==> src/serial_defs.svh <==
// Constants of the serial interrupt, DMA and clock block: register
// offsets, field positions, reset values and timing figures.
// Assumes inclusion by bare name from every file that needs them.
`ifndef SERIAL_DEFS_SVH
`define SERIAL_DEFS_SVH

// ----------------------------------------------------------------
// Register byte offsets
// ----------------------------------------------------------------
`define OFS_IRQ_MASK 12'h000
`define OFS_IRQ_STATUS 12'h004
`define OFS_CLOCK_CFG 12'h008
`define OFS_BAUD_LOW 12'h00c
`define OFS_BAUD_HIGH 12'h010
`define OFS_VECTOR 12'h014
`define OFS_DMA_CTRL 12'h018

// ----------------------------------------------------------------
// Field positions
// ----------------------------------------------------------------
`define BIT_HOLD_SEL 7
`define BIT_TXPIN_ROLE_HI 7
`define BIT_TXPIN_ROLE_LO 6
`define BIT_EXT_RX_EN 5
`define BIT_CLK_DIV 3
`define BIT_ECHO 1
`define BIT_LOOP 0
`define PEND_RX_ERR 0
`define PEND_ADDR_BRK 1
`define PEND_RX_DATA 2
`define PEND_TX_EMPTY 3
`define PEND_RX_EOB 4
`define PEND_TX_EOB 5

// ----------------------------------------------------------------
// Reset values and vector codes
// ----------------------------------------------------------------
`define RST_BYTE 8'h00
`define RST_VEC_BASE 5'h00
`define CODE_TX 3'h6
`define CODE_RX 3'h4
`define CODE_ADDR_BRK 3'h1
`define CODE_RX_ERR 3'h0

// ----------------------------------------------------------------
// Timing
// ----------------------------------------------------------------
`define CLK_HZ 40000000
`define OVERSAMPLE 4'hf
`define INT_BAUD_MAX 350000
`define EXT_BAUD_MAX 175000
`define EXAMPLE_DIVISOR 16'h0032

`endif

==> src/serial_pkg.sv <==
// Types shared by the serial interrupt, DMA and clock block.
// Assumes nothing beyond a SystemVerilog compiler.
package serial_pkg;

  // Role of the transmit clock pin, from two configuration bits
  typedef enum logic [1:0] {
    TXPIN_EXT_IN = 2'b00,
    TXPIN_BAUD_OUT = 2'b01,
    TXPIN_SYNC_OUT = 2'b10,
    TXPIN_SYNC_OUT_ALT = 2'b11
  } txpin_role_t;

  // One flag per interrupt source
  typedef logic [5:0] pend_vec_t;

endpackage : serial_pkg

==> src/serial_irq_if.sv <==
// Carrier between the serial core and its priority encoder.
// Assumes both ends sit on the same clock.
`timescale 1ns/100ps
`default_nettype none
interface serial_irq_if;
  import serial_pkg::*;
  pend_vec_t active;   // Enabled and pending sources
  logic rx_dma_req;    // Receive DMA request
  logic tx_dma_req;    // Transmit DMA request
  logic [3:0] grant;   // One-hot winner
  logic [2:0] code;    // Low vector bits
  logic any;           // Some source pending
  modport core (output active, rx_dma_req, tx_dma_req,
                input grant, code, any);
  modport prio (input active, rx_dma_req, tx_dma_req,
                output grant, code, any);
endinterface : serial_irq_if
`default_nettype wire

==> src/serial_irq_prio.sv <==
// Fixed internal priority and vector code of the serial block.
// Assumes the core presents only enabled, pending sources.
`timescale 1ns/100ps
`default_nettype none
`include "serial_defs.svh"
module serial_irq_prio
  import serial_pkg::*;
(
  // Link to the core
  serial_irq_if.prio bus
);
  // Receive group: error, address/break, data or end of block
  wire rx_irq = bus.active[`PEND_RX_ERR] | bus.active[`PEND_ADDR_BRK] |
                bus.active[`PEND_RX_DATA] | bus.active[`PEND_RX_EOB];
  wire tx_irq = bus.active[`PEND_TX_EMPTY] | bus.active[`PEND_TX_EOB];
  wire no_dma = ~bus.rx_dma_req & ~bus.tx_dma_req;

  // Receive DMA beats transmit DMA beats receive beats transmit
  assign bus.grant[0] = bus.rx_dma_req;
  assign bus.grant[1] = bus.tx_dma_req & ~bus.rx_dma_req;
  assign bus.grant[2] = rx_irq & no_dma;
  assign bus.grant[3] = tx_irq & ~rx_irq & no_dma;

  // Highest pending source shows first; the next once it is cleared
  assign bus.code = bus.active[`PEND_RX_ERR] ? `CODE_RX_ERR :
                    bus.active[`PEND_ADDR_BRK] ? `CODE_ADDR_BRK :
                    rx_irq ? `CODE_RX : `CODE_TX;
  assign bus.any = rx_irq | tx_irq;
endmodule : serial_irq_prio
`default_nettype wire

==> src/serial_baud_gen.sv <==
// Sixteen-bit divide-by-n baud rate generator on the core clock.
// Assumes a divisor of zero means the generator is stopped.
`timescale 1ns/100ps
`default_nettype none
module serial_baud_gen (
  // Clock and reset
  input wire logic pclk,
  input wire logic presetn,
  // Control
  input wire logic [15:0] divisor,
  input wire logic restart,
  // One pulse every divisor cycles
  output logic tick
);
  logic [15:0] cnt_reg;   // Cycles left to the next tick
  logic [15:0] cnt_next;

  // Reload on restart or on reaching zero
  assign tick = (cnt_reg == 16'h0000) && (divisor != 16'h0000) && !restart;
  assign cnt_next = (restart || cnt_reg == 16'h0000) ?
                    divisor - 16'h0001 : cnt_reg - 16'h0001;

  // Counter register
  always_ff @(posedge pclk or negedge presetn) begin
    if (!presetn) begin
      cnt_reg <= 16'h0000;
    end else begin
      cnt_reg <= (divisor == 16'h0000) ? 16'h0000 : cnt_next;
    end
  end
endmodule : serial_baud_gen
`default_nettype wire

==> src/serial_comm_irq_dma_clocking.sv <==
// Interrupt, DMA and clock logic of the serial interface, APB slave.
// Assumes the framing logic sends event pulses and serial data on
// pclk, and that a DMA controller watches the grant outputs.
//
// Function
// - Transmit event from holding or shift empty
// - Receive sources: data, errors, address/break
// - Vector codes x110, x100, x001, x000
// - Three hardware vector bits, 8-byte block
// - DMA end-of-block replaces character sources
// - Priority: rx DMA, tx DMA, rx, tx
// - Two DMA channels: transmit and receive
// - Divide bit clock by 16 or 1
// - Transmit clock pin has three roles
// - Configuration bit enables external receive clock
// - Sixteen-bit divide-by-n baud generator
// - Divisor byte write resets the interface
// - Internal 350k baud, external 175k baud
// - Divisor is clock over sixteen times baud
// - Echo routes serial input to output
// - Loopback joins transmitter and receiver internally
//
// The register addresses and register access over APB were decided locally.
`timescale 1ns/100ps
`default_nettype none
`include "serial_defs.svh"
module serial_comm_irq_dma_clocking
  import serial_pkg::*;
(
  // Clock and reset
  input wire logic pclk,
  input wire logic presetn,
  // APB slave
  input wire logic psel,
  input wire logic penable,
  input wire logic pwrite,
  input wire logic [11:0] paddr,
  input wire logic [31:0] pwdata,
  output logic [31:0] prdata,
  output logic pready,
  output logic pslverr,
  // Events from the framing logic, one-cycle pulses
  input wire logic tx_holding_empty,
  input wire logic tx_shift_empty,
  input wire logic rx_data_ready,
  input wire logic rx_error,
  input wire logic addr_break_match,
  // DMA channels: requests in, end-of-block pulses, grants out
  input wire logic rx_dma_req,
  input wire logic tx_dma_req,
  input wire logic rx_dma_eob,
  input wire logic tx_dma_eob,
  output logic rx_dma_grant,
  output logic tx_dma_grant,
  // Interrupt request and vector to the CPU
  output logic irq_req,
  output logic [7:0] irq_vector,
  // Bit timing and serial data towards the framing logic
  output logic tx_bit_tick,
  output logic rx_bit_tick,
  output logic sci_reset,
  input wire logic tx_serial_data,
  output logic rx_serial_data,
  // Serial pins
  input wire logic serial_input_pin,
  output logic serial_output_pin,
  input wire logic receive_clock_pin,
  input wire logic transmit_clock_pin_i,
  output logic transmit_clock_pin_o,
  output logic transmit_clock_pin_oe
);
  // ----------------------------------------------------------------
  // Registers
  // ----------------------------------------------------------------
  logic [7:0] serial_irq_mask_reg;     // Source enables, holding select
  pend_vec_t serial_irq_status_reg;    // Sticky pending flags
  pend_vec_t status_next;
  logic [7:0] serial_clock_config_reg; // Pin roles, divide, self test
  logic [7:0] baud_low_reg;            // Divisor low byte
  logic [7:0] baud_high_reg;           // Divisor high byte
  logic [4:0] vec_base_reg;            // Software part of the vector
  logic [1:0] dma_ctrl_reg;            // Bit 0 receive, bit 1 transmit
  logic [31:0] prdata_reg;             // Read data, loaded in setup
  logic sci_reset_reg;                 // Interface reset pulse
  logic irq_req_reg;
  logic [7:0] irq_vector_reg;
  logic pin_out_reg;                   // Serial output pin level
  logic rxd_reg;                       // Data seen by the receiver
  logic baud_tog_reg;                  // Baud clock on the pin
  logic sync_tog_reg;                  // Synchronous clock on the pin

  // ----------------------------------------------------------------
  // APB decode
  // ----------------------------------------------------------------
  wire setup = psel & ~penable;
  wire wr_acc = psel & penable & pwrite;
  wire hit_mask = paddr == `OFS_IRQ_MASK;
  wire hit_stat = paddr == `OFS_IRQ_STATUS;
  wire hit_clk = paddr == `OFS_CLOCK_CFG;
  wire hit_blo = paddr == `OFS_BAUD_LOW;
  wire hit_bhi = paddr == `OFS_BAUD_HIGH;
  wire hit_vec = paddr == `OFS_VECTOR;
  wire hit_dma = paddr == `OFS_DMA_CTRL;
  wire mapped = hit_mask | hit_stat | hit_clk | hit_blo | hit_bhi |
                hit_vec | hit_dma;
  wire baud_wr = wr_acc & (hit_blo | hit_bhi);

  // Zero wait state: read data was caught in the setup cycle
  assign pready = psel & penable;
  assign pslverr = psel & penable & ~mapped;
  assign prdata = prdata_reg;

  // Read mux, unmapped reads give zero
  wire [31:0] rd_mux =
    hit_mask ? {24'h000000, serial_irq_mask_reg} :
    hit_stat ? {26'h0, serial_irq_status_reg} :
    hit_clk ? {24'h000000, serial_clock_config_reg} :
    hit_blo ? {24'h000000, baud_low_reg} :
    hit_bhi ? {24'h000000, baud_high_reg} :
    hit_vec ? {24'h000000, irq_vector_reg} :
    hit_dma ? {30'h0, dma_ctrl_reg} : 32'h00000000;

  // ----------------------------------------------------------------
  // Configuration fields
  // ----------------------------------------------------------------
  wire hold_sel = serial_irq_mask_reg[`BIT_HOLD_SEL];
  wire dma_rx_on = dma_ctrl_reg[0];
  wire dma_tx_on = dma_ctrl_reg[1];
  wire clock_divide_select = serial_clock_config_reg[`BIT_CLK_DIV];
  wire ext_rx_on = serial_clock_config_reg[`BIT_EXT_RX_EN];
  wire echo_on = serial_clock_config_reg[`BIT_ECHO];
  wire loop_on = serial_clock_config_reg[`BIT_LOOP];
  txpin_role_t txpin_role;
  assign txpin_role = txpin_role_t'(serial_clock_config_reg[
                      `BIT_TXPIN_ROLE_HI:`BIT_TXPIN_ROLE_LO]);

  // ----------------------------------------------------------------
  // Register writes
  // ----------------------------------------------------------------
  // Control registers; a divisor byte write also pulses the reset
  always_ff @(posedge pclk or negedge presetn) begin
    if (!presetn) begin
      serial_irq_mask_reg <= `RST_BYTE;
      serial_clock_config_reg <= `RST_BYTE;
      baud_low_reg <= `RST_BYTE;
      baud_high_reg <= `RST_BYTE;
      vec_base_reg <= `RST_VEC_BASE;
      dma_ctrl_reg <= 2'h0;
      sci_reset_reg <= 1'b0;
    end else begin
      if (wr_acc && hit_mask) serial_irq_mask_reg <= pwdata[7:0];
      if (wr_acc && hit_clk) serial_clock_config_reg <= pwdata[7:0];
      if (wr_acc && hit_blo) baud_low_reg <= pwdata[7:0];
      if (wr_acc && hit_bhi) baud_high_reg <= pwdata[7:0];
      if (wr_acc && hit_vec) vec_base_reg <= pwdata[7:3];
      if (wr_acc && hit_dma) dma_ctrl_reg <= pwdata[1:0];
      sci_reset_reg <= baud_wr;
    end
  end
  assign sci_reset = sci_reset_reg;

  // Read data is sampled during the setup cycle
  always_ff @(posedge pclk or negedge presetn) begin
    if (!presetn) begin
      prdata_reg <= 32'h00000000;
    end else if (setup) begin
      prdata_reg <= rd_mux;
    end
  end

  // ----------------------------------------------------------------
  // Interrupt sources
  // ----------------------------------------------------------------
  // Transmit empty follows the holding select bit
  wire tx_empty_evt = hold_sel ? tx_holding_empty : tx_shift_empty;
  pend_vec_t set_vec;
  assign set_vec[`PEND_RX_ERR] = rx_error;
  assign set_vec[`PEND_ADDR_BRK] = addr_break_match;
  assign set_vec[`PEND_RX_DATA] = rx_data_ready & ~dma_rx_on;
  assign set_vec[`PEND_TX_EMPTY] = tx_empty_evt & ~dma_tx_on;
  assign set_vec[`PEND_RX_EOB] = rx_dma_eob & dma_rx_on;
  assign set_vec[`PEND_TX_EOB] = tx_dma_eob & dma_tx_on;
  // Software writes ones to clear; hardware clears a flag only by the interface reset
  wire [5:0] clr_vec = (wr_acc && hit_stat) ? pwdata[5:0] : 6'h00;

  // Per flag: a set in the clearing cycle wins over the clear
  genvar gi;
  generate
    for (gi = 0; gi < 6; gi++) begin : g_pend
      assign status_next[gi] = set_vec[gi] |
                               (serial_irq_status_reg[gi] & ~clr_vec[gi]);
    end
  endgenerate

  // Pending flags, emptied by the interface reset
  always_ff @(posedge pclk or negedge presetn) begin
    if (!presetn) begin
      serial_irq_status_reg <= 6'h00;
    end else if (sci_reset_reg) begin
      serial_irq_status_reg <= 6'h00;
    end else begin
      serial_irq_status_reg <= status_next;
    end
  end

  // Only enabled sources of the current DMA mode take part
  pend_vec_t mode_keep;
  assign mode_keep = {dma_tx_on, dma_rx_on, ~dma_tx_on, ~dma_rx_on,
                      2'b11};
  serial_irq_if irq_bus ();
  assign irq_bus.active = serial_irq_status_reg & serial_irq_mask_reg[5:0]
                          & mode_keep;
  assign irq_bus.rx_dma_req = rx_dma_req & dma_rx_on;
  assign irq_bus.tx_dma_req = tx_dma_req & dma_tx_on;

  serial_irq_prio u_prio (
    .bus (irq_bus.prio)
  );

  // One channel for each direction
  assign rx_dma_grant = irq_bus.grant[0];
  assign tx_dma_grant = irq_bus.grant[1];

  // Vector: software base, hardware code in the low bits
  always_ff @(posedge pclk or negedge presetn) begin
    if (!presetn) begin
      irq_req_reg <= 1'b0;
      irq_vector_reg <= 8'h00;
    end else begin
      irq_req_reg <= irq_bus.any;
      irq_vector_reg <= {vec_base_reg, irq_bus.code};
    end
  end
  assign irq_req = irq_req_reg;
  assign irq_vector = irq_vector_reg;

  // ----------------------------------------------------------------
  // Pin synchronisers
  // ----------------------------------------------------------------
  // Three stages; a level counts once stages two and three agree
  logic [2:0] pin_raw;
  logic [2:0] pin_lvl;
  logic [2:0] pin_rise;
  assign pin_raw = {transmit_clock_pin_i, receive_clock_pin,
                    serial_input_pin};
  generate
    for (gi = 0; gi < 3; gi++) begin : g_sync
      logic s1_reg, s2_reg, s3_reg, lvl_reg;
      always_ff @(posedge pclk or negedge presetn) begin
        if (!presetn) begin
          s1_reg <= 1'b1;
          s2_reg <= 1'b1;
          s3_reg <= 1'b1;
          lvl_reg <= 1'b1;
        end else begin
          s1_reg <= pin_raw[gi];
          s2_reg <= s1_reg;
          s3_reg <= s2_reg;
          if (s2_reg == s3_reg) lvl_reg <= s3_reg;
        end
      end
      assign pin_rise[gi] = (s2_reg == s3_reg) & s3_reg & ~lvl_reg;
      assign pin_lvl[gi] = lvl_reg;
    end
  endgenerate
  wire line_lvl = pin_lvl[0];

  // ----------------------------------------------------------------
  // Clock generation
  // ----------------------------------------------------------------
  // Software loads clock / (16 x baud), e.g. 50 for 9600 at 7.68 MHz
  wire baud_tick;
  serial_baud_gen u_baud (
    .pclk (pclk),
    .presetn (presetn),
    .divisor ({baud_high_reg, baud_low_reg}),
    .restart (sci_reset_reg),
    .tick (baud_tick)
  );

  // Sources; external edges are only trusted up to the lower rate
  wire [1:0] src_tick;
  assign src_tick[0] = (txpin_role == TXPIN_EXT_IN) ?
                       pin_rise[2] : baud_tick;
  assign src_tick[1] = ext_rx_on ? pin_rise[1] : baud_tick;

  // Per direction: pass every tick, or one in sixteen
  logic [1:0] bit_tick;
  generate
    for (gi = 0; gi < 2; gi++) begin : g_pre
      logic [3:0] pre_reg;
      always_ff @(posedge pclk or negedge presetn) begin
        if (!presetn) begin
          pre_reg <= 4'h0;
        end else if (sci_reset_reg) begin
          pre_reg <= 4'h0;
        end else if (src_tick[gi] && !clock_divide_select) begin
          pre_reg <= pre_reg + 4'h1;
        end
      end
      assign bit_tick[gi] = src_tick[gi] & ~sci_reset_reg &
                            (clock_divide_select |
                             (pre_reg == `OVERSAMPLE));
    end
  endgenerate
  assign tx_bit_tick = bit_tick[0];
  assign rx_bit_tick = bit_tick[1];

  // Square waves for the transmit clock pin
  always_ff @(posedge pclk or negedge presetn) begin
    if (!presetn) begin
      baud_tog_reg <= 1'b0;
      sync_tog_reg <= 1'b0;
    end else begin
      if (baud_tick) baud_tog_reg <= ~baud_tog_reg;
      if (tx_bit_tick) sync_tog_reg <= ~sync_tog_reg;
    end
  end

  // Pin role: input, baud output, or synchronous clock output
  assign transmit_clock_pin_oe = txpin_role != TXPIN_EXT_IN;
  assign transmit_clock_pin_o = (txpin_role == TXPIN_BAUD_OUT) ?
                                baud_tog_reg : sync_tog_reg;

  // ----------------------------------------------------------------
  // Self test paths
  // ----------------------------------------------------------------
  // Echo wins the pin; loopback parks it at mark and feeds the receiver
  always_ff @(posedge pclk or negedge presetn) begin
    if (!presetn) begin
      pin_out_reg <= 1'b1;
      rxd_reg <= 1'b1;
    end else begin
      pin_out_reg <= echo_on ? line_lvl :
                     loop_on ? 1'b1 : tx_serial_data;
      rxd_reg <= loop_on ? tx_serial_data : line_lvl;
    end
  end
  assign serial_output_pin = pin_out_reg;
  assign rx_serial_data = rxd_reg;
endmodule : serial_comm_irq_dma_clocking
`default_nettype wire

==> config.mk <==
export PLATFORM = sky130hd
export DESIGN_NAME = serial_comm_irq_dma_clocking
export DESIGN_NICKNAME = d
export VERILOG_FILES = /design/src/serial_pkg.sv /design/src/serial_irq_if.sv /design/src/serial_irq_prio.sv /design/src/serial_baud_gen.sv /design/src/serial_comm_irq_dma_clocking.sv
export VERILOG_INCLUDE_DIRS = /design/src
export SDC_FILE = /design/constraint.sdc
export NUM_CORES = 1
export LEC_CHECK = 0
export ABC_AREA = 1
export BUFFER_PORTS_ARGS = -buffer_cell sky130_fd_sc_hd__clkbuf_2
export CAP_MARGIN = 30
export CORE_MARGIN = 8
export CORE_UTILIZATION = 30
export CTS_CLUSTER_DIAMETER = 40
export DETAILED_ROUTE_END_ITERATION = 10
export GPL_ROUTABILITY_DRIVEN = 0
export PLACE_DENSITY = 0.45
export SLEW_MARGIN = 20
export SYNTH_ARGS = -nofsm -noshare
export SYNTH_HDL_FRONTEND = slang
export SYNTH_SLANG_ARGS = --single-unit
==> constraint.sdc <==
create_clock -name pclk -period 2.45 [get_ports pclk]
set_input_delay 0.3675 -clock pclk [delete_from_list [all_inputs] [get_ports pclk]]
set_output_delay 0.3675 -clock pclk [all_outputs]
set_load 0.1 [all_outputs]
# ---- After elaboration in Yosys (flattened, before gate mapping)
# Cells that the tools add are included.
dict set report classes {
  reduce_logical 22
  add_sub_neg 4
  muxes 25
  bitwise 64
  n_eq_ne 12
}
# operator count
set op_table {}
lappend op_table {{8-bit 2-to-1 mux} 6}
lappend op_table {{12-bit by 5-bit equality test with 1-bit output, second input constant} 3}
lappend op_table {{16-bit logical NOT} 2}
lappend op_table {{16-bit 2-to-1 mux} 2}
lappend op_table {{16-bit by 1-bit subtractor with 16-bit output, second input constant} 2}
lappend op_table {{1-bit AND} 26}
lappend op_table {{12-bit by 4-bit equality test with 1-bit output, second input constant} 2}
lappend op_table {{1-bit OR} 20}
lappend op_table {{4-bit 2-to-1 mux} 4}
lappend op_table {{1-bit inverter} 16}
lappend op_table {{16-bit nonzero test} 1}
lappend op_table {{6-bit AND} 2}
lappend op_table {{12-bit by 3-bit equality test with 1-bit output, second input constant} 1}
lappend op_table {{12-bit logical NOT} 1}
lappend op_table {{6-bit 2-to-1 mux} 2}
lappend op_table {{1-bit logical AND} 11}
lappend op_table {{4-bit by 1-bit adder with 4-bit output, second input constant} 2}
lappend op_table {{4-bit equality test, second input constant} 2}
lappend op_table {{1-bit 2-to-1 mux} 7}
lappend op_table {{3-bit 2-to-1 mux} 2}
lappend op_table {{2-bit nonzero test} 3}
lappend op_table {{2-bit 2-to-1 mux} 2}
lappend op_table {{1-bit equality test} 3}
lappend op_table {{2-bit by 1-bit equality test with 1-bit output, second input constant} 1}
lappend op_table {{other kinds (3)} 4}
dict set report totals {
  out_inout_bits 52
  word_cells 157
  reg_bits 127
}

# ---- Longest topological paths before layout
dict set report logic_depth {
  word_depth 9
  mapped_depth 17
  ltp_nobuf 16
}

# ---- By module
# From an unflattened synthesis, not the netlist that was laid out.
dict set report hier_totals {
  hier_cells 708
  hier_area_um2 5709.2
}
# module area_each_um2 n_inst seq_area_each_um2 cells_per_inst
set by_module_without_submodules {}
lappend by_module_without_submodules {serial_comm_irq_dma_clocking 4215.3 1 2194.6 468}
lappend by_module_without_submodules {serial_baud_gen 1408.9 1 400.4 221}
lappend by_module_without_submodules {serial_irq_prio 85.1 1 0.0 19}

# ---- Worst setup path after synthesis
# OpenSTA, ideal clock, no wires.
dict set report synth_path {
  kind {flip-flop to output port}
  from {register sci_reset_reg, in the netlist sci_reset}
  to {output port rx_bit_tick}
  arrival_time_ps 3308
  path_stages_with_launch 7
  n_path_buf 1
  path_slack_ps -1225
  path_cell_list {dfrtp_1 -> buf_2 -> inv_2 -> nand4_1 -> o22ai_1 -> nand2_1 -> a21oi_1}
}
dict set report synth_via {
  elab_chain_cells 5
}
# element line
set synth_rtl {}
lappend synth_rtl {{start: declaration} serial_comm_irq_dma_clocking.sv:84} ;# logic sci_reset_reg;
lappend synth_rtl {{start signal: assignment} serial_comm_irq_dma_clocking.sv:157} ;# sci_reset_reg <= baud_wr;
lappend synth_rtl {{1-bit logical NOT} serial_baud_gen.sv:19} ;# assign tick = (cnt_reg == 16'h0000) && (divisor != 16'h0000) && !restart;
lappend synth_rtl {{1-bit logical AND} serial_baud_gen.sv:19}
lappend synth_rtl {{1-bit 2-to-1 mux} serial_comm_irq_dma_clocking.sv:285} ;# assign src_tick[1] = ext_rx_on ? pin_rise[1] : baud_tick;
lappend synth_rtl {{1-bit AND * (2 in a row)} serial_comm_irq_dma_clocking.sv:301} ;# assign bit_tick[gi] = src_tick[gi] & ~sci_reset_reg &
lappend synth_rtl {{end: declaration} serial_comm_irq_dma_clocking.sv:60} ;# output logic rx_bit_tick,
# Every way passes the cells marked *; elsewhere a longest branch is shown, timed or not.

# ---- Worst setup path in the final report
dict set report layout_path {
  from {register u_baud.cnt_reg[13]}
  to {output port rx_bit_tick}
}
dict set report layout_via {
  elab_chain_cells 6
}
# element line
set layout_rtl {}
lappend layout_rtl {{start: declaration} serial_baud_gen.sv:15} ;# logic [15:0] cnt_reg;
lappend layout_rtl {{start signal: assignment} serial_baud_gen.sv:28} ;# cnt_reg <= (divisor == 16'h0000) ? 16'h0000 : cnt_next;
lappend layout_rtl {{16-bit logical NOT} serial_baud_gen.sv:19}
lappend layout_rtl {{1-bit logical AND (2 in a row)} serial_baud_gen.sv:19}
lappend layout_rtl {{1-bit 2-to-1 mux} serial_comm_irq_dma_clocking.sv:285}
lappend layout_rtl {{1-bit AND (2 in a row)} serial_comm_irq_dma_clocking.sv:301}
# Every way passes these cells.

==> qor.csv <==
stage,metric,value,unit
setup_path,cp-end-kind,output pin,
setup_path,critical_path_class,reg2out,
place,dp.cells,957,
power,power.share.combinational,39.5,%
die,dieArea,0.0224,mm2
global_routing,grt_pass1_wl,23900,um
sta,period_share,95.1,%
die,die_h,150,um
setup_path,worstPathCellList,"nor2_2, nand2_1, nor2_4, nand4_1, o22ai_2, nand2_2, a21oi_4, buf_12",
cells_and_area,multiInputGateArea,0.00237,mm2
synthesis,synth_top_cell_by_area,dfrtp_1,
die,die_w,150,um
synthesis,synthXorXnorAreaFrac,1.63,%
cells_and_area,fillers,1867,
synthesis,synth-main-ff-cell,dfrtp_1,
sta,rsz0062_at_grt,yes,
setup_path,max_stage_delay,0.40,ns
route,drt_iter0_drc,234,
sta,setup_viol,0,
global_routing,grt_pass1_vias,4545,
synthesis,ys_seq_area_share,48.4,%
clock_tree,insertion_delay,0.36,ns
setup_path,path_max_fanout,3,
clock_tree,h-tree-depth,3,
global_routing,antenna_found_initial,0,
synthesis,yosysWarnings,0,
clock_tree,cts_tree,built,
sta,clock.fmax,0.429,GHz
synthesis,synth_compound_area_share,10.2,%
setup_path,startpoint_type,flip-flop,
route,drtPass1Iterations,5,
synthesis,synth_top_family_by_area,simple AND/OR/NAND/NOR gates,
power,powerDensity,855,mW/mm2
power,power_frac_clock,26.8,%
synthesis,synth_cell_types,43,
power,ir_drop,0.441,mV
sta,finalHoldViolCount,0,
power,leakage,3.23,nW
clock_tree,cts_buffer_depth,2,
synthesis,synth.most_common_cell,nand2_1,
cells_and_area,synthToLayoutAreaGrowth,20.6,%
sta,finClkSkew,0.0161,ns
setup_path,crit_slowest_cell,dfrtp_1,
synthesis,synth_top_cell_area_share,41.5,%
route,avgViaCountPerCell,4.55,
route,vias,4491,
sta,layout_setup_ws,0.121,ns
power,p_int,3.27,mW
run,drv_cap,0,
synthesis,synth_area_per_cell,8.16,um2
min_path,hold_class,in2async,
synthesis,postSynthCellCount,657,
synthesis,synth.area.top_cells,"dfrtp_1 42%, nand2_1 11%, dfstp_2 6.9%",
power,power_frac_seq,33.7,%
clock_tree,root_buffer,clkbuf_16,
global_routing,grt_remaining_overflow,0,
clock_tree,clk_pin_slew,0.07,ns
cells_and_area,num_antenna_cells,0,
synthesis,ys_ff_latch,103,
clock_tree,cts_buffers,9,
setup_path,worst-path-buf-inv,1,
synthesis,synth-async-reset-ratio,100,%
synthesis,synthTopCellsByCount,"164 x nand2_1, 89 x dfrtp_1, 72 x inv_1",
cells_and_area,largest_register_ffs,16,
place,dp_slack,0.260,ns
cells_and_area,stdcell_count,986,
place,dp_hpwl,11500,um
cells_and_area,nNetsFinal,819,
setup_path,path_delay_family,simple AND/OR/NAND/NOR gates,
cells_and_area,seqCellArea,0.00260,mm2
place,port_buffers,65,
synthesis,synth_fa_ha_area_share,1.35,%
outcome,run_status,completed,
synthesis,synth_mux_area_share,0.420,%
sta,tightest_slew,0.676,ns
route,antenna_left,0,
clock_tree,numClockSinks,103,
cells_and_area,layout-drive-gt1-share,23.6,%
die,coreArea,0.0178,mm2
sta,slew_headroom,54.6,%
die,start_util,30.2,%
synthesis,yosys.area_share.simple,27.9,%
sta,drv_slew,0,
route,wl_per_cell,15.0,um
synthesis,syn_area,0.00536,mm2
setup_path,cp.required,2.08,ns
power,sw_frac_of_total,40.8,%
global_routing,grt_max_degree,50,
global_routing,track_usage,13.7,%
route,wirelength,14800,um
setup_path,arrival,1.96,ns
sta,min_period,2.33,ns
clock_tree,hold_buffers,0,
power,p_switching,2.26,mW
synthesis,synth-edff-count,0,
die,ios,114,
route,drc,0,
die,rows,49,
-- layout make-up --
class                   count  share of cell area (%)
multi-input cells         464                    36.6
repair buffers             96                    9.56
inverters                  78                    4.59
flip-flops and latches    103                    40.2
clock buffers              11                    3.60
well taps                 229                    4.43
clock inverters             5                    1.03
-- path summary, 6_finish.rpt --
| kind | from | end | slack [ns] | depth (start not counted) |
|---|---|---|---|---|
| max in group asynchronous | presetn | g_sync[2].s1_reg | 1.67 | 2 |
| setup / recovery | u_baud.cnt_reg[13] | rx_bit_tick | 0.12 | 8 |
| hold / removal | presetn | g_pre[1].pre_reg[2] | 0.04 | 1 |
| setup reg to reg | u_baud.cnt_reg[13] | baud_tog_reg | 0.23 | 13 |
| hold reg to reg | g_sync[2].s1_reg | g_sync[2].s2_reg | 0.36 | 0 |
| min in group pclk | receive_clock_pin | g_sync[1].s1_reg | 0.09 | 1 |
-- per-stage QoR --
step | instance area, um2 | TNS (ns) | hold slack, ns | util, % | power, mW
2_1_floorplan | 5470 | -0.170 | 0.0719 | - | 3.67
3_3_place_gp | 6040 | 0 | 0.347 | 33.9 | 4.03
3_5_place_dp | 6040 | 0 | 0.348 | 33.9 | 4.04
4_1_cts | 6420 | 0 | 0.0688 | 36.1 | 5.58
5_1_grt | 6470 | -0.0133 | 0.0751 | 36.4 | 5.92
6_report | 6470 | 0 | 0.0393 | 36.4 | 5.53
-- power by group through the flow --
stage               clock network (mW)  registers, mW  logic, mW
floorplan                            0           1.93       1.74
global placement                     0           1.89       2.14
detailed placement                   0           1.89       2.15
CTS                               1.54           1.86       2.18
global route                      1.60           1.87       2.45
finish                            1.48           1.86       2.19
-- placed cells by master, fill, tap and decap left out, types with 14 or more instances in the layout --
| cell | n |
|---|---|
| conb_1 | 24 |
| buf_4 | 31 |
| o21ai_0 | 50 |
| clkbuf_2 | 61 |
| nor2_1 | 49 |
| dfstp_2 | 14 |
| dfrtp_1 | 88 |
| nand4_1 | 16 |
| inv_1 | 71 |
| nand2_2 | 17 |
| a21oi_1 | 26 |
| nand3_1 | 37 |
| nand2_1 | 162 |
-- metal layers --
metal	vias up	wire, um	GRT usage, %
li1	2274	-	-
met1	2144	6530	16.6
met2	63	7490	23.9
met3	10	603	3.05
met4	0	153	3.60
met5	-	0	0
-- timing repair --
item,in CTS,in global routing
hold endpoints to repair,0,0
pin swaps,2,10
gates cloned,0,0
resized for setup,2,7
setup endpoints to repair,2,3
buffers inserted,10,4
-- worst register-to-register path, cell delays in order (launching register included) --
cell and delay [ns]:
dfrtp_1 0.40, nor2_2 0.14, nand2_1 0.10, nor2_4 0.09
nand4_1 0.21, buf_4 0.21, buf_4 0.12, buf_4 0.12
buf_4 0.12, buf_4 0.12, buf_4 0.12, buf_4 0.12
buf_4 0.13, xnor2_2 0.11
-- logic make-up (layout without fill, tap and decap cells) --
| logic type | count (synthesis) | in the layout |
|---|---|---|
| adder cells (fa/ha/maj) | 6 | 6 |
| AO/OA/AOI/OAI | 101 | 101 |
| XOR/XNOR | 10 | 10 |
| multiplexers | 2 | 2 |
| other | 1 | 24 |
| AND/OR/NAND/NOR | 321 | 321 |
| buffers and inverters | 113 | 190 |
| flip-flops | 103 | 103 |
Power figures use the tool's default switching activity.
